File: src/aux_cfg_pkg.sv
// Register map, field positions, reset values and codes for the aux clock block
package aux_cfg_pkg;
	// Register offsets on the serial port
	localparam logic [5:0] ADDR_AUX1 = 6'h18;
	localparam logic [5:0] ADDR_AUX2 = 6'h19;
	localparam logic [5:0] ADDR_LOCK = 6'h1a;
	localparam logic [5:0] ADDR_PINS = 6'h1b;
	localparam logic [5:0] ADDR_STATUS = 6'h1f;
	// Reset values
	localparam logic [23:0] RST_AUX1 = 24'h0000a0;
	localparam logic [23:0] RST_AUX2 = 24'h00000f;
	localparam logic [23:0] RST_LOCK = 24'h001040;
	localparam logic [23:0] RST_PINS = 24'h000000;
	// Writable bits; the rest read as zero
	localparam logic [23:0] MASK_AUX1 = 24'h7fffff;
	localparam logic [23:0] MASK_AUX2 = 24'h00001f;
	localparam logic [23:0] MASK_LOCK = 24'h0fffff;
	localparam logic [23:0] MASK_PINS = 24'h0007ff;
	// Aux register 1 fields
	localparam int AUX_SRC_LSB = 0;
	localparam int AUX_MODE_LSB = 2;
	localparam int AUX_DIV_LSB = 4;
	localparam int AUX_MODREF_BIT = 7;
	localparam int AUX_LFSR_EN_BIT = 8;
	localparam int AUX_ACC_EN_BIT = 9;
	localparam int AUX_DMOD_LSB = 10;
	localparam int AUX_STEP_LSB = 12;
	localparam int AUX_LODLY_LSB = 20;
	// Aux register 2 fields
	localparam int AUX_HIDLY_LSB = 0;
	localparam int AUX_CLKINV_BIT = 3;
	localparam int AUX_RINGCLK_BIT = 4;
	// Lock detect fields
	localparam int LOCK_THR_LSB = 0;
	localparam int LOCK_ASYM_BIT = 10;
	localparam int LOCK_AUTO_BIT = 12;
	localparam int LOCK_FORCED_BIT = 13;
	localparam int LOCK_ONESHOT_BIT = 14;
	localparam int LOCK_TEST_BIT = 19;
	// Output pin control fields
	localparam int PIN_SEL_LSB = 0;
	localparam int PIN_DATA_LSB = 4;
	localparam int PIN_DRIVE_BIT = 7;
	localparam int PIN_DIS_LSB = 8;
	// Status fields
	localparam int STAT_LOCK_BIT = 0;
	localparam int STAT_BUSY_BIT = 5;
	// Aux path modes
	localparam logic [1:0] MODE_BYPASS = 2'h0;
	localparam logic [1:0] MODE_DELAY = 2'h1;
	localparam logic [1:0] MODE_RING = 2'h2;
	localparam logic [1:0] MODE_GATED = 2'h3;
	// Delay modulation modes
	localparam logic [1:0] DMOD_PASS = 2'h0;
	localparam logic [1:0] DMOD_SQUARE = 2'h1;
	localparam logic [1:0] DMOD_LFSR_LO = 2'h2;
	localparam logic [1:0] DMOD_LFSR_HI = 2'h3;
	// Output select codes
	localparam logic [3:0] SEL_STATIC = 4'h0;
	localparam logic [3:0] SEL_CLOCKS = 4'h1;
	localparam logic [3:0] SEL_DETECTOR = 4'h2;
	localparam logic [3:0] SEL_SLIP = 4'h3;
	localparam logic [3:0] SEL_XREF = 4'h4;
	localparam logic [3:0] SEL_PHASE = 4'h6;
	localparam logic [3:0] SEL_AUX = 4'h7;
	localparam logic [3:0] SEL_SWEEP = 4'h8;
	// Synchronised input indices
	localparam int NUM_EXT = 19;
	localparam int IX_VCO = 0;
	localparam int IX_XREF = 1;
	localparam int IX_REF = 2;
	localparam int IX_RING = 3;
	localparam int IX_SINE = 4;
	localparam int IX_UP = 5;
	localparam int IX_DN = 6;
	localparam int IX_WIN = 7;
	localparam int IX_SATR = 8;
	localparam int IX_SATD = 9;
	localparam int IX_SLIP = 10;
	localparam int IX_FRAC = 11;
	localparam int IX_PH1 = 12;
	localparam int IX_RTEST = 15;
	localparam int IX_MCLK = 16;
	localparam int IX_BUSY = 17;
	localparam int IX_INWIN = 18;
	// LFSR seed after reset
	localparam logic [9:0] LFSR_SEED = 10'h001;
endpackage : aux_cfg_pkg

File: src/delay_modulator.sv
// Delay modulator: 10-bit LFSR and 8-bit accumulator square wave
`timescale 1ns/10ps
module delay_modulator import aux_cfg_pkg::*; (
	input wire logic clk,
	input wire logic rst_n,
	input wire logic aux_rise,
	input wire logic aux_fall,
	input wire logic ring_rise,
	input wire logic lfsr_en,
	input wire logic accum_en,
	input wire logic clk_inv,
	input wire logic ring_sel,
	input wire logic [1:0] mode,
	input wire logic [7:0] step,
	input wire logic [2:0] lo_dly,
	input wire logic [2:0] hi_dly,
	output logic [2:0] delay_value
);
	typedef struct packed {
		logic [9:0] lfsr;
		logic [7:0] acc;
		logic square;
		logic [2:0] dly;
	} dmod_state_t;

	dmod_state_t r_reg;
	dmod_state_t r_next;
	logic aux_tick;
	logic lfsr_tick;
	logic [8:0] sum;

	// Tick selection on aux edge or ring edge
	assign aux_tick = clk_inv ? aux_fall : aux_rise;
	assign lfsr_tick = ring_sel ? ring_rise : aux_tick;
	assign sum = {1'b0, r_reg.acc} + {1'b0, step};

	// Next state of LFSR, accumulator and delay value
	always_comb begin
		r_next = r_reg;
		if (lfsr_en && lfsr_tick) begin
			r_next.lfsr = {r_reg.lfsr[8:0], r_reg.lfsr[9] ^ r_reg.lfsr[6]};
		end
		if (accum_en && aux_tick) begin
			r_next.acc = sum[7:0];
			if (sum[8]) begin
				r_next.square = ~r_reg.square;
			end
		end
		unique case (mode)
			DMOD_PASS: r_next.dly = lo_dly;
			DMOD_SQUARE: r_next.dly = r_reg.square ? hi_dly : lo_dly;
			DMOD_LFSR_LO: r_next.dly = {1'b0, r_reg.lfsr[1:0]};
			DMOD_LFSR_HI: r_next.dly = r_reg.lfsr[2:0];
		endcase
	end

	// State register
	always_ff @(posedge clk or negedge rst_n) begin
		if (!rst_n) begin
			r_reg <= '{lfsr: LFSR_SEED, acc: 8'h00, square: 1'b0, dly: 3'h0};
		end else begin
			r_reg <= r_next;
		end
	end

	assign delay_value = r_reg.dly;
endmodule : delay_modulator

File: src/aux_clock_lock_detect_output_mux.sv
// Aux clock generator, lock detect and output pin multiplexer
// Functional notes
// - Source select picks VCO, xref, ref or ring
// - Mode selects bypass, delay, ring, gated ring
// - Divider code 0 is 1, else 2*code
// - Modulator reference uses aux clock when set
// - Enable bits for LFSR and accumulator
// - Modulation mode chooses pass, square, LFSR amplitudes
// - Accumulator adds step; wrap toggles square
// - Low delay used in pass and square
// - High delay gives square-wave high level
// - Inversion bit clocks modulator on falling edge
// - Ring select clocks the LFSR instead
// - Lock after threshold in-window reference cycles
// - Asymmetric window and polarity bits exported
// - Auto routing puts lock on idle read pin
// - Forced routing puts lock always, blocks reads
// - One-shot select, ring speed, duration exported
// - Ring test bit runs ring oscillator alone
// - Select 0 static data, 1 clocks
// - Select 2 detector, 3 saturation and slip
// - Select 6 phase, 7 clocks, 8 sweep
// - Pins driven only with drive enable
// - Sweep busy flag shown as given
`timescale 1ns/10ps
module aux_clock_lock_detect_output_mux import aux_cfg_pkg::*; (
	input wire logic clk,
	input wire logic arst_n,
	input wire logic reg_wr,
	input wire logic reg_rd,
	input wire logic [5:0] reg_addr,
	input wire logic [23:0] reg_wdata,
	output logic [23:0] reg_rdata,
	input wire logic serial_read_active,
	input wire logic serial_read_bit,
	output logic read_pin_out,
	input wire logic vco_div_clk_in,
	input wire logic xref_clk_in,
	input wire logic ref_clk_in,
	input wire logic ring_osc_in,
	input wire logic xref_sine_in,
	input wire logic detector_up_pulse,
	input wire logic detector_down_pulse,
	input wire logic lock_window_pulse,
	input wire logic sat_ref_in,
	input wire logic sat_div_in,
	input wire logic cycle_slip_strobe,
	input wire logic synced_fraction_update_strobe,
	input wire logic [2:0] quantized_phase_bits,
	input wire logic ring_test_clk,
	input wire logic modulator_clock,
	input wire logic sweep_busy,
	input wire logic phase_in_window,
	output logic aux_clk_out,
	output logic modulator_ref_clk,
	output logic [2:0] delay_value,
	output logic [7:0] lock_window_ctrl,
	output logic lock_detect,
	output logic output_pin_one_out,
	output logic output_pin_one_oe,
	output logic output_pin_two_out,
	output logic output_pin_two_oe,
	output logic output_pin_three_out,
	output logic output_pin_three_oe
);
	typedef struct packed {
		logic [23:0] cfg_aux1;
		logic [23:0] cfg_aux2;
		logic [23:0] cfg_lock;
		logic [23:0] cfg_pins;
		logic [NUM_EXT-1:0] s1;
		logic [NUM_EXT-1:0] s2;
		logic [NUM_EXT-1:0] s3;
		logic [NUM_EXT-1:0] filt;
		logic [NUM_EXT-1:0] filt_q;
		logic [2:0] div_cnt;
		logic div_clk;
		logic [7:0] dly_line;
		logic aux_clk;
		logic aux_q;
		logic mod_ref;
		logic [9:0] lock_cnt;
		logic locked;
		logic [2:0] pin_val;
		logic read_pin;
		logic [23:0] rdata;
	} top_state_t;

	localparam top_state_t RST_STATE = '{
		cfg_aux1: RST_AUX1, cfg_aux2: RST_AUX2, cfg_lock: RST_LOCK, cfg_pins: RST_PINS,
		s1: '0, s2: '0, s3: '0, filt: '0, filt_q: '0, div_cnt: 3'h0, div_clk: 1'b0,
		dly_line: 8'h00, aux_clk: 1'b0, aux_q: 1'b0, mod_ref: 1'b0, lock_cnt: 10'h000,
		locked: 1'b0, pin_val: 3'h0, read_pin: 1'b0, rdata: 24'h000000};

	logic [1:0] rst_sync_reg;
	logic rst_n;
	top_state_t r_reg;
	top_state_t r_next;
	logic [NUM_EXT-1:0] ext_in;
	logic [NUM_EXT-1:0] agreed;
	logic [1:0] src_sel;
	logic [1:0] aux_mode;
	logic [2:0] div_sel;
	logic [2:0] mod_dly;
	logic [3:0] pin_sel;
	logic [9:0] lock_thr;
	logic src_now;
	logic src_rise;
	logic ref_rise;
	logic ring_rise;

	// Reset release through two flip-flops
	always_ff @(posedge clk or negedge arst_n) begin
		if (!arst_n) begin
			rst_sync_reg <= 2'b00;
		end else begin
			rst_sync_reg <= {rst_sync_reg[0], 1'b1};
		end
	end
	assign rst_n = rst_sync_reg[1];

	// Foreign inputs gathered for synchronisation
	assign ext_in = {phase_in_window, sweep_busy, modulator_clock, ring_test_clk,
		quantized_phase_bits, synced_fraction_update_strobe, cycle_slip_strobe,
		sat_div_in, sat_ref_in, lock_window_pulse, detector_down_pulse,
		detector_up_pulse, xref_sine_in, ring_osc_in, ref_clk_in, xref_clk_in,
		vco_div_clk_in};

	// Change accepted once second and third stages agree
	genvar gi;
	generate
		for (gi = 0; gi < NUM_EXT; gi++) begin : g_agree
			assign agreed[gi] = (r_reg.s2[gi] == r_reg.s3[gi]) ? r_reg.s2[gi] : r_reg.filt[gi];
		end
	endgenerate

	// Field decode
	assign src_sel = r_reg.cfg_aux1[AUX_SRC_LSB +: 2];
	assign aux_mode = r_reg.cfg_aux1[AUX_MODE_LSB +: 2];
	assign div_sel = r_reg.cfg_aux1[AUX_DIV_LSB +: 3];
	assign pin_sel = r_reg.cfg_pins[PIN_SEL_LSB +: 4];
	assign lock_thr = r_reg.cfg_lock[LOCK_THR_LSB +: 10];
	assign src_now = r_reg.filt[src_sel];
	assign src_rise = src_now & ~r_reg.filt_q[src_sel];
	assign ref_rise = r_reg.filt[IX_REF] & ~r_reg.filt_q[IX_REF];
	assign ring_rise = r_reg.filt[IX_RING] & ~r_reg.filt_q[IX_RING];

	// Next state of the whole block
	always_comb begin
		r_next = r_reg;
		r_next.s1 = ext_in;
		r_next.s2 = r_reg.s1;
		r_next.s3 = r_reg.s2;
		r_next.filt = agreed;
		r_next.filt_q = r_reg.filt;
		// Register writes
		if (reg_wr) begin
			unique case (reg_addr)
				ADDR_AUX1: r_next.cfg_aux1 = reg_wdata & MASK_AUX1;
				ADDR_AUX2: r_next.cfg_aux2 = reg_wdata & MASK_AUX2;
				ADDR_LOCK: r_next.cfg_lock = reg_wdata & MASK_LOCK;
				ADDR_PINS: r_next.cfg_pins = reg_wdata & MASK_PINS;
				default: r_next.cfg_aux1 = r_reg.cfg_aux1;
			endcase
		end
		// Register reads
		if (reg_rd) begin
			unique case (reg_addr)
				ADDR_AUX1: r_next.rdata = r_reg.cfg_aux1;
				ADDR_AUX2: r_next.rdata = r_reg.cfg_aux2;
				ADDR_LOCK: r_next.rdata = r_reg.cfg_lock;
				ADDR_PINS: r_next.rdata = r_reg.cfg_pins;
				ADDR_STATUS: begin
					r_next.rdata = 24'h000000;
					r_next.rdata[STAT_LOCK_BIT] = r_reg.locked;
					r_next.rdata[STAT_BUSY_BIT] = r_reg.filt[IX_BUSY];
				end
				default: r_next.rdata = 24'h000000;
			endcase
		end
		// Even divider, half period of div_sel source edges
		if (div_sel == 3'h0) begin
			r_next.div_clk = src_now;
			r_next.div_cnt = 3'h0;
		end else if (src_rise) begin
			if (r_reg.div_cnt >= div_sel - 3'h1) begin
				r_next.div_clk = ~r_reg.div_clk;
				r_next.div_cnt = 3'h0;
			end else begin
				r_next.div_cnt = r_reg.div_cnt + 3'h1;
			end
		end
		r_next.dly_line = {r_reg.dly_line[6:0], r_reg.div_clk};
		// Aux path mode
		unique case (aux_mode)
			MODE_BYPASS: r_next.aux_clk = r_reg.div_clk;
			MODE_DELAY: r_next.aux_clk = r_reg.dly_line[mod_dly];
			MODE_RING: r_next.aux_clk = r_reg.filt[IX_RING];
			MODE_GATED: r_next.aux_clk = r_reg.filt[IX_RING] & r_reg.div_clk;
		endcase
		r_next.aux_q = r_reg.aux_clk;
		// Modulator reference choice
		r_next.mod_ref = r_reg.cfg_aux1[AUX_MODREF_BIT] ? r_reg.aux_clk
			: r_reg.filt[IX_REF];
		// Lock counter on reference edges
		if (ref_rise) begin
			if (r_reg.filt[IX_INWIN]) begin
				if (r_reg.lock_cnt < lock_thr) begin
					r_next.lock_cnt = r_reg.lock_cnt + 10'h001;
				end
				r_next.locked = ({1'b0, r_reg.lock_cnt} + 11'h001 >= {1'b0, lock_thr});
			end else begin
				r_next.lock_cnt = 10'h000;
				r_next.locked = 1'b0;
			end
		end
		// Serial read pin routing
		if (r_reg.cfg_lock[LOCK_FORCED_BIT]) begin
			r_next.read_pin = r_reg.locked;
		end else if (serial_read_active) begin
			r_next.read_pin = serial_read_bit;
		end else begin
			r_next.read_pin = r_reg.cfg_lock[LOCK_AUTO_BIT] & r_reg.locked;
		end
		// Output pin multiplexer, index 2 is pin three
		unique case (pin_sel)
			SEL_STATIC: r_next.pin_val = r_reg.cfg_pins[PIN_DATA_LSB +: 3];
			SEL_CLOCKS: r_next.pin_val = {r_reg.filt[IX_XREF], r_reg.filt[IX_REF],
				r_reg.filt[IX_VCO]};
			SEL_DETECTOR: r_next.pin_val = {r_reg.filt[IX_UP], r_reg.filt[IX_DN],
				r_reg.filt[IX_WIN]};
			SEL_SLIP: r_next.pin_val = {r_reg.filt[IX_SATR], r_reg.filt[IX_SATD],
				r_reg.filt[IX_SLIP]};
			SEL_XREF: r_next.pin_val = {r_reg.filt[IX_XREF], r_reg.filt[IX_SINE],
				r_reg.filt[IX_FRAC]};
			SEL_PHASE: r_next.pin_val = {r_reg.filt[IX_PH1], r_reg.filt[IX_PH1 + 1],
				r_reg.filt[IX_PH1 + 2]};
			SEL_AUX: r_next.pin_val = {r_reg.aux_clk, r_reg.filt[IX_RTEST],
				r_reg.filt[IX_MCLK]};
			SEL_SWEEP: r_next.pin_val = {1'b0, r_reg.filt[IX_BUSY], 1'b0};
			default: r_next.pin_val = 3'h0;
		endcase
	end

	// State register
	always_ff @(posedge clk or negedge rst_n) begin
		if (!rst_n) begin
			r_reg <= RST_STATE;
		end else begin
			r_reg <= r_next;
		end
	end

	// Delay modulator behind the aux clock
	delay_modulator u_dmod (
		.clk(clk),
		.rst_n(rst_n),
		.aux_rise(r_reg.aux_clk & ~r_reg.aux_q),
		.aux_fall(~r_reg.aux_clk & r_reg.aux_q),
		.ring_rise(ring_rise),
		.lfsr_en(r_reg.cfg_aux1[AUX_LFSR_EN_BIT]),
		.accum_en(r_reg.cfg_aux1[AUX_ACC_EN_BIT]),
		.clk_inv(r_reg.cfg_aux2[AUX_CLKINV_BIT]),
		.ring_sel(r_reg.cfg_aux2[AUX_RINGCLK_BIT]),
		.mode(r_reg.cfg_aux1[AUX_DMOD_LSB +: 2]),
		.step(r_reg.cfg_aux1[AUX_STEP_LSB +: 8]),
		.lo_dly(r_reg.cfg_aux1[AUX_LODLY_LSB +: 3]),
		.hi_dly(r_reg.cfg_aux2[AUX_HIDLY_LSB +: 3]),
		.delay_value(mod_dly)
	);

	// Outputs
	assign delay_value = mod_dly;
	assign reg_rdata = r_reg.rdata;
	assign read_pin_out = r_reg.read_pin;
	assign aux_clk_out = r_reg.aux_clk;
	assign modulator_ref_clk = r_reg.mod_ref;
	assign lock_detect = r_reg.locked;
	// Window shaping and ring test controls to the analog detector
	assign lock_window_ctrl = {r_reg.cfg_lock[LOCK_TEST_BIT:LOCK_ONESHOT_BIT],
		r_reg.cfg_lock[LOCK_ASYM_BIT +: 2]};
	assign output_pin_one_out = r_reg.pin_val[0];
	assign output_pin_two_out = r_reg.pin_val[1];
	assign output_pin_three_out = r_reg.pin_val[2];
	// Pad drivers need global enable and no individual disable
	assign output_pin_one_oe = r_reg.cfg_pins[PIN_DRIVE_BIT] & ~r_reg.cfg_pins[PIN_DIS_LSB];
	assign output_pin_two_oe = r_reg.cfg_pins[PIN_DRIVE_BIT] & ~r_reg.cfg_pins[PIN_DIS_LSB + 1];
	assign output_pin_three_oe = r_reg.cfg_pins[PIN_DRIVE_BIT] & ~r_reg.cfg_pins[PIN_DIS_LSB + 2];
endmodule : aux_clock_lock_detect_output_mux

File: config.mk
export PLATFORM = sky130hd
export DESIGN_NAME = aux_clock_lock_detect_output_mux
export DESIGN_NICKNAME = d
export VERILOG_FILES = /design/src/aux_cfg_pkg.sv /design/src/delay_modulator.sv /design/src/aux_clock_lock_detect_output_mux.sv
export SDC_FILE = /design/constraint.sdc
export NUM_CORES = 1
export LEC_CHECK = 0
export BUFFER_PORTS_ARGS = -buffer_cell sky130_fd_sc_hd__buf_2
export CORE_UTILIZATION = 45
export CTS_BUF_LIST = sky130_fd_sc_hd__clkbuf_8 sky130_fd_sc_hd__clkbuf_16
export DETAILED_ROUTE_END_ITERATION = 8
export HOLD_SLACK_MARGIN = 0.05
export PLACE_DENSITY = 0.73
export SLEW_MARGIN = 20
export SYNTH_ARGS = -nofsm -noshare
export SYNTH_HDL_FRONTEND = slang
export SYNTH_SLANG_ARGS = --single-unit
File: constraint.sdc
create_clock -name clk -period 12.5 [get_ports clk]
set_input_delay 1.25 -clock clk [delete_from_list [all_inputs] [get_ports clk]]
set_output_delay 1.25 -clock clk [all_outputs]
set_load 0.02 [all_outputs]
==> results of run 1 <==
-- cell usage in the layout (no fill, tap or decap), drive strengths merged, types with 3 or more instances in the layout --
cell	synthesis	final
clkinv	0	6
a211oi	8	8
clkinvlp	0	4
a22oi	9	9
dfrtp	207	207
mux4	8	8
nor3b	4	4
buf	49	101
xnor2	7	7
clkbuf	13	27
o21ai	38	38
o31ai	3	3
nor2b	8	8
a31oi	3	3
ha	35	35
and2	3	3
o22ai	23	23
nand4	5	5
mux2i	16	16
a32oi	4	4
o211ai	4	4
a21oi	27	27
maj3	19	19
mux2	66	66
nor2	25	25
nand3	17	17
nand2b	6	6
inv	54	56
nor3	7	7
dfstp	9	9
or2	4	4
diode	0	3
nand2	54	54
xor2	8	8
-- through the flow --
stage                     std cells  setup slack [ps]
after CTS                      1113              9100
after detailed placement       1073              8590
final                          1117              9100
after global placement         1073              8600
after floorplan                 765              6050
after global routing           1115              8980
-- cell type report --
class,instances,area (um2)
inverter,54,203
clock inverter,13,109
tap,270,338
timing repair buffer,101,536
clock buffer,27,631
sequential,216,5420
fill,1734,9730
antenna,3,7.51
multi-input combinational,433,3390
-- critical path: cells and delay by family --
family | cells | cell delay [ps]
simple gates | 4 | 1880
buf+inv | 1 | 100
mux | 1 | 530
-- kinds of logic (layout without fill, tap and decap cells) --
family          after synthesis  in the layout  share of synthesized area [%]
compound gates              132            132                           8.71
xor+xnor                     15             15                           1.40
fa+ha+maj                    55             55                           6.89
buf+inv                     116            195                           6.41
flops                       216            216                           57.6
mux                          90             90                           11.5
other cells                   2              5                         0.0798
simple gates                139            139                           7.41
-- path summary, 6_finish.rpt --
check / startpoint / to / slack [ps] / cells after the start
min reg2reg: rst_sync_reg[1] / r_next[58] / 280 / 0
max in group asynchronous: rst_sync_reg[1] / r_reg[238] / 10720 / 2
max: reg_addr[5] / lock_window_ctrl[1] / 9100 / 6
min: rst_sync_reg[1] / r_next[58] / 280 / 0
max reg2reg: r_reg[30] / lock_detect / 9810 / 10
min in group clk: r_next[123] / r_next[104] / 340 / 0
-- routing by layer --
layer  vias to the layer above  share of wire, %  GRT usage, %
met5                         -             0.043             0
met4                         2               1.9          4.64
met3                        26               5.3          3.44
met2                       160                46          27.7
met1                      2913                47          27.2
li1                       2790                 -             -
-- power groups by stage --
stage / Sequential [uW] / Clock [uW] / Combinational [uW]
after global routing: 880 / 691 / 365
final: 867 / 650 / 323
after global placement: 877 / 0 / 303
after floorplan: 863 / 0 / 236
after CTS: 870 / 664 / 319
after detailed placement: 881 / 0 / 315
==> impl_metrics.yaml, run 1 <==
worst_setup_path:
  slowest_delay_ps: 800
  path_cells: "buf_2, nand3b_4, or2_4, nor3b_2, nand2_1, mux2_2"
  crit_fanout: 20
  cp.arrival_ps: 3780
  worst_setup_path_end_kind: "register"
  cp.required_ps: 12880
  worstSetupPathType: "primary input to register"
  critPathLaunchType: "primary input"
  crit_path_top_delay_cell: "nand2_1"
timing:
  skew_ps: 7.65
  setup_viol: 0
  slew_violations: 0
  fin_crit_sh_pct: 27.2
  setup_tns_ps: 0
  hold_ws_ps: 278
  slew_headroom_pct: 30.8
  max_freq_mhz: 294
  rsz0062_at_grt: "false"
  fin_crit_ps: 3400
  tightest_slew_ps: 1030
  hold_viol: 0
place:
  portBuffers: 97
  gp_congestion: 0.849
  place_area_um2: 9860
  detailed_place_hpwl_um: 13300
global_routing:
  grtUsageTotal_pct: 18.3
  first_global_vias: 5888
  grt_overflow: 0
  antenna_found_initial: 3
  grt_max_degree: 85
  grt_pass1_wl_um: 31300
synth:
  synth_top_area_cell: "dfrtp_1"
  synth_nets: 856
  synth.avg_cell_area_um2: 12.3
  yosysWarnings: 0
  syn_area_um2: 9410
  yosys-top-cells-count: "207 x dfrtp_1, 54 x inv_1, 54 x mux2_2, 54 x nand2_1, 37 x o21ai_0"
  synth_edf_count: 0
  ys.flop_type: "dfrtp_1"
  async_flop_share_pct: 100
  ys_ff_latch: 216
  synth_top_area_share_pct: 55.1
  synth_area_leaders: "dfrtp_1 55%, mux2_2 6.5%, ha_1 4.7%"
  yosys.cell_count.top_type: "dfrtp_1"
  syn_inst: 765
  yosysSeqAreaShare_pct: 57.6
  yosysUniqueCellTypes: 56
run:
  max_cap_viol_count: 0
clock_tree:
  cts_resized: 0
  cts_tree: "built"
  path_clk_slew_ps: 60
  clockBufferDepth: 3
  clk-insertion-delay-late_ps: 490
  cts_buffers: 22
  hold_buffers: 0
  cts_htree_levels: 1
  cts.root.buffer_cell: "clkbuf_16"
  cts_sinks: 216
  cts_setup_buffers: 0
final_layout:
  areaGrowthSynthToFinish_pct: 13.0
  largest_register_ffs: 70
  stdcell_area_um2: 10600
  post-route-util_pct: 52.2
  fin_nets: 919
  drive_above_1_share_pct: 26.4
floorplanning:
  core_um2: 20400
  die-area_um2: 21500
  die_w_um: 147
  row_count: 52
  start_util_pct: 46.2
  ios: 100
  die_y_um: 147
power_and_ir_drop:
  power.switching_uw: 531
  p_leak_uw: 0.00502
  power.clock.fraction_pct: 35.3
  pwr-share-comb_pct: 17.5
  p_int_uw: 1310
  power_frac_seq_pct: 47.1
  powerDensity_nw_per_um2: 173
  p_total_uw: 1840
  ir_drop_v: 0.000131
  p_sw_share_pct: 28.9
detailed_routing:
  wire_per_inst_um: 16.9
  vias: 5891
  drt_iter0_markers: 421
  dr.pass1.iters: 6
  viasPerCell: 5.27
  ant_nets: 0
  routed_wl_um: 18800
  drc: 0
run_status:
  status: "finished, final reports clean"
min_path:
  worstHoldPathType: "register to async pin"
(Power assumes the default switching activity.)
==> run 2: changes to the inputs <==
--- a/config.mk
+++ b/config.mk
@@ -10,7 +10,7 @@
 export CTS_BUF_LIST = sky130_fd_sc_hd__clkbuf_8 sky130_fd_sc_hd__clkbuf_16
 export DETAILED_ROUTE_END_ITERATION = 8
 export HOLD_SLACK_MARGIN = 0.05
-export PLACE_DENSITY = 0.73
+export PLACE_DENSITY = 0.75
 export SLEW_MARGIN = 20
 export SYNTH_ARGS = -nofsm -noshare
 export SYNTH_HDL_FRONTEND = slang
==> constraint.sdc (replaced) <==
create_clock -name clk -period 3.05 [get_ports clk]
set_input_delay 0.305 -clock clk [delete_from_list [all_inputs] [get_ports clk]]
set_output_delay 0.305 -clock clk [all_outputs]
set_load 0.02 [all_outputs]
==> run 2 against run 1 <==
The run now ends with design-rule violations left; clock skew up 3.5 ps; setup slack worse by 8700 ps; combinational power rose to 4.2 times the previous value; cell area up 3.7%; critical endpoint is now lock_detect; register-to-register slack worse by 9400 ps.
==> impl_metrics.yaml, run 2 (same netlist as run 1, synthesis figures left out) <==
final_layout:
  drive_above_1_share_pct: 25.5
  post-route-util_pct: 54.2
  layout_common_cells: "206 x dfrtp_1, 97 x buf_2, 60 x inv_1"
  largest_register_ffs: 70
  layout_commonest_cell: "dfrtp_1"
  fillers: 1652
  areaGrowthSynthToFinish_pct: 17.3
  fin_nets: 960
worst_setup_path:
  slowest_delay_ps: 460
  critPathTopFamily: "compound AO/OA/AOI/OAI gates"
  rrSetupSlack_ps: 430
  cp.arrival_ps: 2990
  cp_common_cell: "ha_1"
  crit_fanout: 6
  rr_endpoint: "lock_detect"
  path_depth: 10
  endpoint: "lock_detect"
  cp-startpoint: "r_reg[30]"
  worst_setup_path_end_kind: "register"
  reg2regPathDepth: 10
  cp.required_ps: 3420
  critPathLaunchType: "register"
  path_buf_inv: 0
  crit_path_top_delay_cell: "dfrtp_1"
  r2r-start: "r_reg[30]"
  worstSetupPathType: "register to register"
  path_cells: "ha_1, and3_1, nand3_1, xnor2_1, ha_1, nor2_1, o221ai_1, o221a_2, o311ai_0, nand2_1"
clock_tree:
  cts_htree_levels: 1
  cts_sinks: 216
  clockBufferDepth: 3
  cts_buffers: 23
  cts_setup_buffers: 0
  clk-insertion-delay-late_ps: 500
  path_clk_slew_ps: 60
  cts_tree: "built"
  cts.root.buffer_cell: "clkbuf_16"
timing:
  hold_ws_ps: 78.8
  skew_ps: 11.1
  setup_tns_ps: 0
  rsz0062_at_grt: "false"
  hold_viol: 0
  slew_violations: 0
  fin_crit_ps: 2620
  max_freq_mhz: 381
  fin_crit_sh_pct: 86.0
  slew_headroom_pct: 52.6
  setup_viol: 0
  tightest_slew_ps: 709
power_and_ir_drop:
  powerDensity_nw_per_um2: 697
  ir_drop_v: 0.000541
  p_leak_uw: 0.00523
  p_total_uw: 7690
global_routing:
  grtUsageTotal_pct: 18.7
  busiest_layer: "met2"
  grt_pass1_wl_um: 32200
  antenna_found_initial: 3
  met1_usage_pct: 27.1
  grt_overflow: 0
  use_met2_pct: 28.4
  grt_max_degree: 95
  gr-usage-met3_pct: 3.84
  first_global_vias: 6225
detailed_routing:
  vias: 6055
  drt_iter0_markers: 340
  wire_per_inst_um: 16.6
  dr.pass1.iters: 6
  ant_nets: 0
  viasPerCell: 5.23
  drc: 2
  routed_wl_um: 19300
run_status:
  status: "complete, but fails checks"
  violations: "design-rule violations"
floorplanning:
  ios: 100
  row_count: 52
  die_w_um: 147
  start_util_pct: 46.2
  core_um2: 20400
  die_y_um: 147
  die-area_um2: 21500
place:
  portBuffers: 97
  detailed_place_hpwl_um: 13500
  gp_congestion: 0.842
run:
  max_cap_viol_count: 0
min_path:
  min-delay-start: "reg_wdata[6]"
  worstHoldPathType: "primary input to register"
[run 2: cell count changes in the layout (fill, tap and decap cells not counted), moves of 2 or more]
cell / delta
clkinvlp_4: -2
diode_2: -2
bufinv_16: +2
clkbuf_8: -2
inv_1: +4
clkinv_4: -2
buf_4: +6
dlygate4sd3_1: +34
[run 2: through the flow]
stage | setup slack (ps) | std cells | instance area (um2)
2_1_floorplan | 746 | 765 | 9410
6_report | 428 | 1157 | 11000
3_3_place_gp | 516 | 1080 | 9920
3_5_place_dp | 446 | 1080 | 9920
5_1_grt | 180 | 1156 | 11000
4_1_cts | 441 | 1156 | 11000
[run 2: how the worst min path moves through the flow]
stage	endpoint	slack, ps	cells after the start
CTS	r_reg[230]	60	2
detailed placement	rst_sync_reg[0]	90	1
global placement	rst_sync_reg[0]	100	1
finish	r_reg[155]	80	2
global route	r_reg[230]	80	2
floorplan	rst_sync_reg[0]	9	0
[run 2: timing repair]
item / 4_1_cts / 5_1_grt
gates resized for setup: 0 / 0
hold buffers: 34 / 0
endpoints found under the hold margin: 42 / 0
[run 2: per-layer routing]
layer	vias up	wire length [um]
met2	163	8720
met1	2984	8970
met3	36	1050
li1	2868	-
met4	4	500
met5	-	16
[run 2: final cells by class]
| type | instances | area, um2 | share of cell area (%) |
|---|---|---|---|
| clock inverter | 17 | 165 | 1.50 |
| antenna | 1 | 2.50 | 0.0227 |
| sequential | 216 | 5420 | 49.1 |
| timing repair buffer | 141 | 913 | 8.28 |
| tap | 270 | 338 | 3.06 |
| multi-input combinational | 433 | 3390 | 30.7 |
| inverter | 54 | 203 | 1.84 |
| clock buffer | 25 | 603 | 5.47 |
[run 2: report_power, final]
group / switching [uW] / leakage, uW / internal (uW)
logic: 744 / 0.00211 / 610
clock network: 1090 / 0.000397 / 1680
registers: 347 / 0.00272 / 3220
==> run 3: changes to the inputs <==
--- a/config.mk
+++ b/config.mk
@@ -10,7 +10,7 @@
 export CTS_BUF_LIST = sky130_fd_sc_hd__clkbuf_8 sky130_fd_sc_hd__clkbuf_16
 export DETAILED_ROUTE_END_ITERATION = 8
 export HOLD_SLACK_MARGIN = 0.05
-export PLACE_DENSITY = 0.75
+export PLACE_DENSITY = 0.73
 export SLEW_MARGIN = 20
 export SYNTH_ARGS = -nofsm -noshare
 export SYNTH_HDL_FRONTEND = slang
==> constraint.sdc (replaced) <==
create_clock -name clk -period 3.2 [get_ports clk]
set_input_delay 0.32 -clock clk [delete_from_list [all_inputs] [get_ports clk]]
set_output_delay 0.32 -clock clk [all_outputs]
set_load 0.02 [all_outputs]
==> run 3 against run 2 <==
The flow now finishes without violations; combinational power is 6% lower; non-clock buffer count is 6 lower; maximum frequency is 1.5% lower; hold slack worse by 19 ps; final cell count is 0.52% lower; largest cell class unchanged; largest power group unchanged.
==> impl_metrics.yaml, run 3 (same netlist as run 1, synthesis figures left out) <==
run_status:
  status: "finished, final reports clean"
final_layout:
  fillers: 1687
  largest_register_ffs: 70
  stdcell_area_um2: 11000
  layout_common_cells: "206 x dfrtp_1, 97 x buf_2, 60 x inv_1"
  areaGrowthSynthToFinish_pct: 17.2
  layout_commonest_cell: "dfrtp_1"
  drive_above_1_share_pct: 25.7
  fin_nets: 954
detailed_routing:
  dr.pass1.iters: 4
  vias: 6018
  drc: 0
  wire_per_inst_um: 16.7
  viasPerCell: 5.23
  ant_nets: 0
  drt_iter0_markers: 304
  routed_wl_um: 19200
place:
  place_area_um2: 9930
  gp_congestion: 0.868
  portBuffers: 97
  detailed_place_hpwl_um: 13500
timing:
  hold_viol: 0
  tightest_slew_ps: 712
  max_freq_mhz: 376
  rsz0062_at_grt: "false"
  slew_violations: 0
  slew_headroom_pct: 52.4
  setup_tns_ps: 0
  skew_ps: 10.0
  fin_crit_sh_pct: 83.2
  fin_crit_ps: 2660
  setup_viol: 0
power_and_ir_drop:
  ir_drop_v: 0.000416
  p_leak_uw: 0.00522
  powerDensity_nw_per_um2: 676
clock_tree:
  hold_buffers: 28
  path_clk_slew_ps: 60
  cts.root.buffer_cell: "clkbuf_16"
  cts_htree_levels: 1
  cts_sinks: 216
  cts_setup_buffers: 0
  clockBufferDepth: 3
  clk-insertion-delay-late_ps: 500
  cts_buffers: 23
  cts_tree: "built"
  cts_resized: 0
floorplanning:
  row_count: 52
  ios: 100
  start_util_pct: 46.2
  die_w_um: 147
  die_y_um: 147
  die-area_um2: 21500
  core_um2: 20400
worst_setup_path:
  worstSetupPathType: "register to register"
  crit_fanout: 6
  rrSetupSlack_ps: 540
  worst_setup_path_end_kind: "register"
  critPathLaunchType: "register"
  cp.required_ps: 3570
  cp.arrival_ps: 3030
run:
  max_cap_viol_count: 0
global_routing:
  grt_max_degree: 58
  first_global_vias: 5983
  grt_overflow: 0
  antenna_found_initial: 1
  met1_usage_pct: 26.9
  gr-usage-met3_pct: 3.97
  grt_pass1_wl_um: 31800
  grtUsageTotal_pct: 18.6
  use_met2_pct: 28.0
  busiest_layer: "met2"
min_path:
  worstHoldPathType: "primary input to register"
==> run 3: report_power, final <==
part / internal, uW / switching [uW]
logic: 575 / 697
clock network: 1730 / 1060
registers: 3070 / 325
total: 5370 / 2080
==> run 3: stage by stage <==
step	total power, uW	instances	utilization (%)	worst slack, ps	hold slack [ps]
finish	7450	1151	54.1	538	59.4
global route	7850	1150	54.1	304	54.5
CTS	7520	1150	54.1	535	50.6
detailed placement	4680	1080	48.8	571	108
global placement	4630	1080	48.8	635	106
floorplan	4290	765	-	896	24.4
==> run 3: metal layers <==
layer  vias up  share of wire (%)
li1       2844                  -
met1      2943                 47
met2       190                 44
met3        39                6.4
met4         2                2.6
met5         -              0.068
==> run 3: worst max-delay path, cell delays in order, from the launching register on <==
cell	delay [ps]
dfrtp_1	470
ha_1	300
and3_1	280
nand3_1	180
xnor2_1	170
ha_1	210
nor2_1	140
o221ai_1	130
o221a_2	240
o311ai_0	330
nand2_1	80
==> run 3: layout make-up <==
cell class / count / area [um2] / area share [%]
Timing Repair Buffer: 135 / 866 / 7.85
Clock buffer: 27 / 631 / 5.72
Sequential cell: 216 / 5420 / 49.2
Tap cell: 270 / 338 / 3.06
Inverter: 54 / 203 / 1.84
Clock inverter: 15 / 180 / 1.63
Multi-Input combinational cell: 433 / 3390 / 30.7
Antenna cell: 1 / 2.50 / 0.0227
==> run 3: worst paths after layout <==
path / start / endpoint / cells after the start
max reg2reg: r_reg[30] / lock_detect / 10
max in group asynchronous: rst_sync_reg[1] / r_next[48] / 1
max: r_reg[30] / lock_detect / 10
min reg2reg: r_next[129] / r_next[110] / 0
min in group asynchronous: arst_n / rst_sync_reg[1] / 2
min: reg_wdata[11] / r_reg[232] / 3
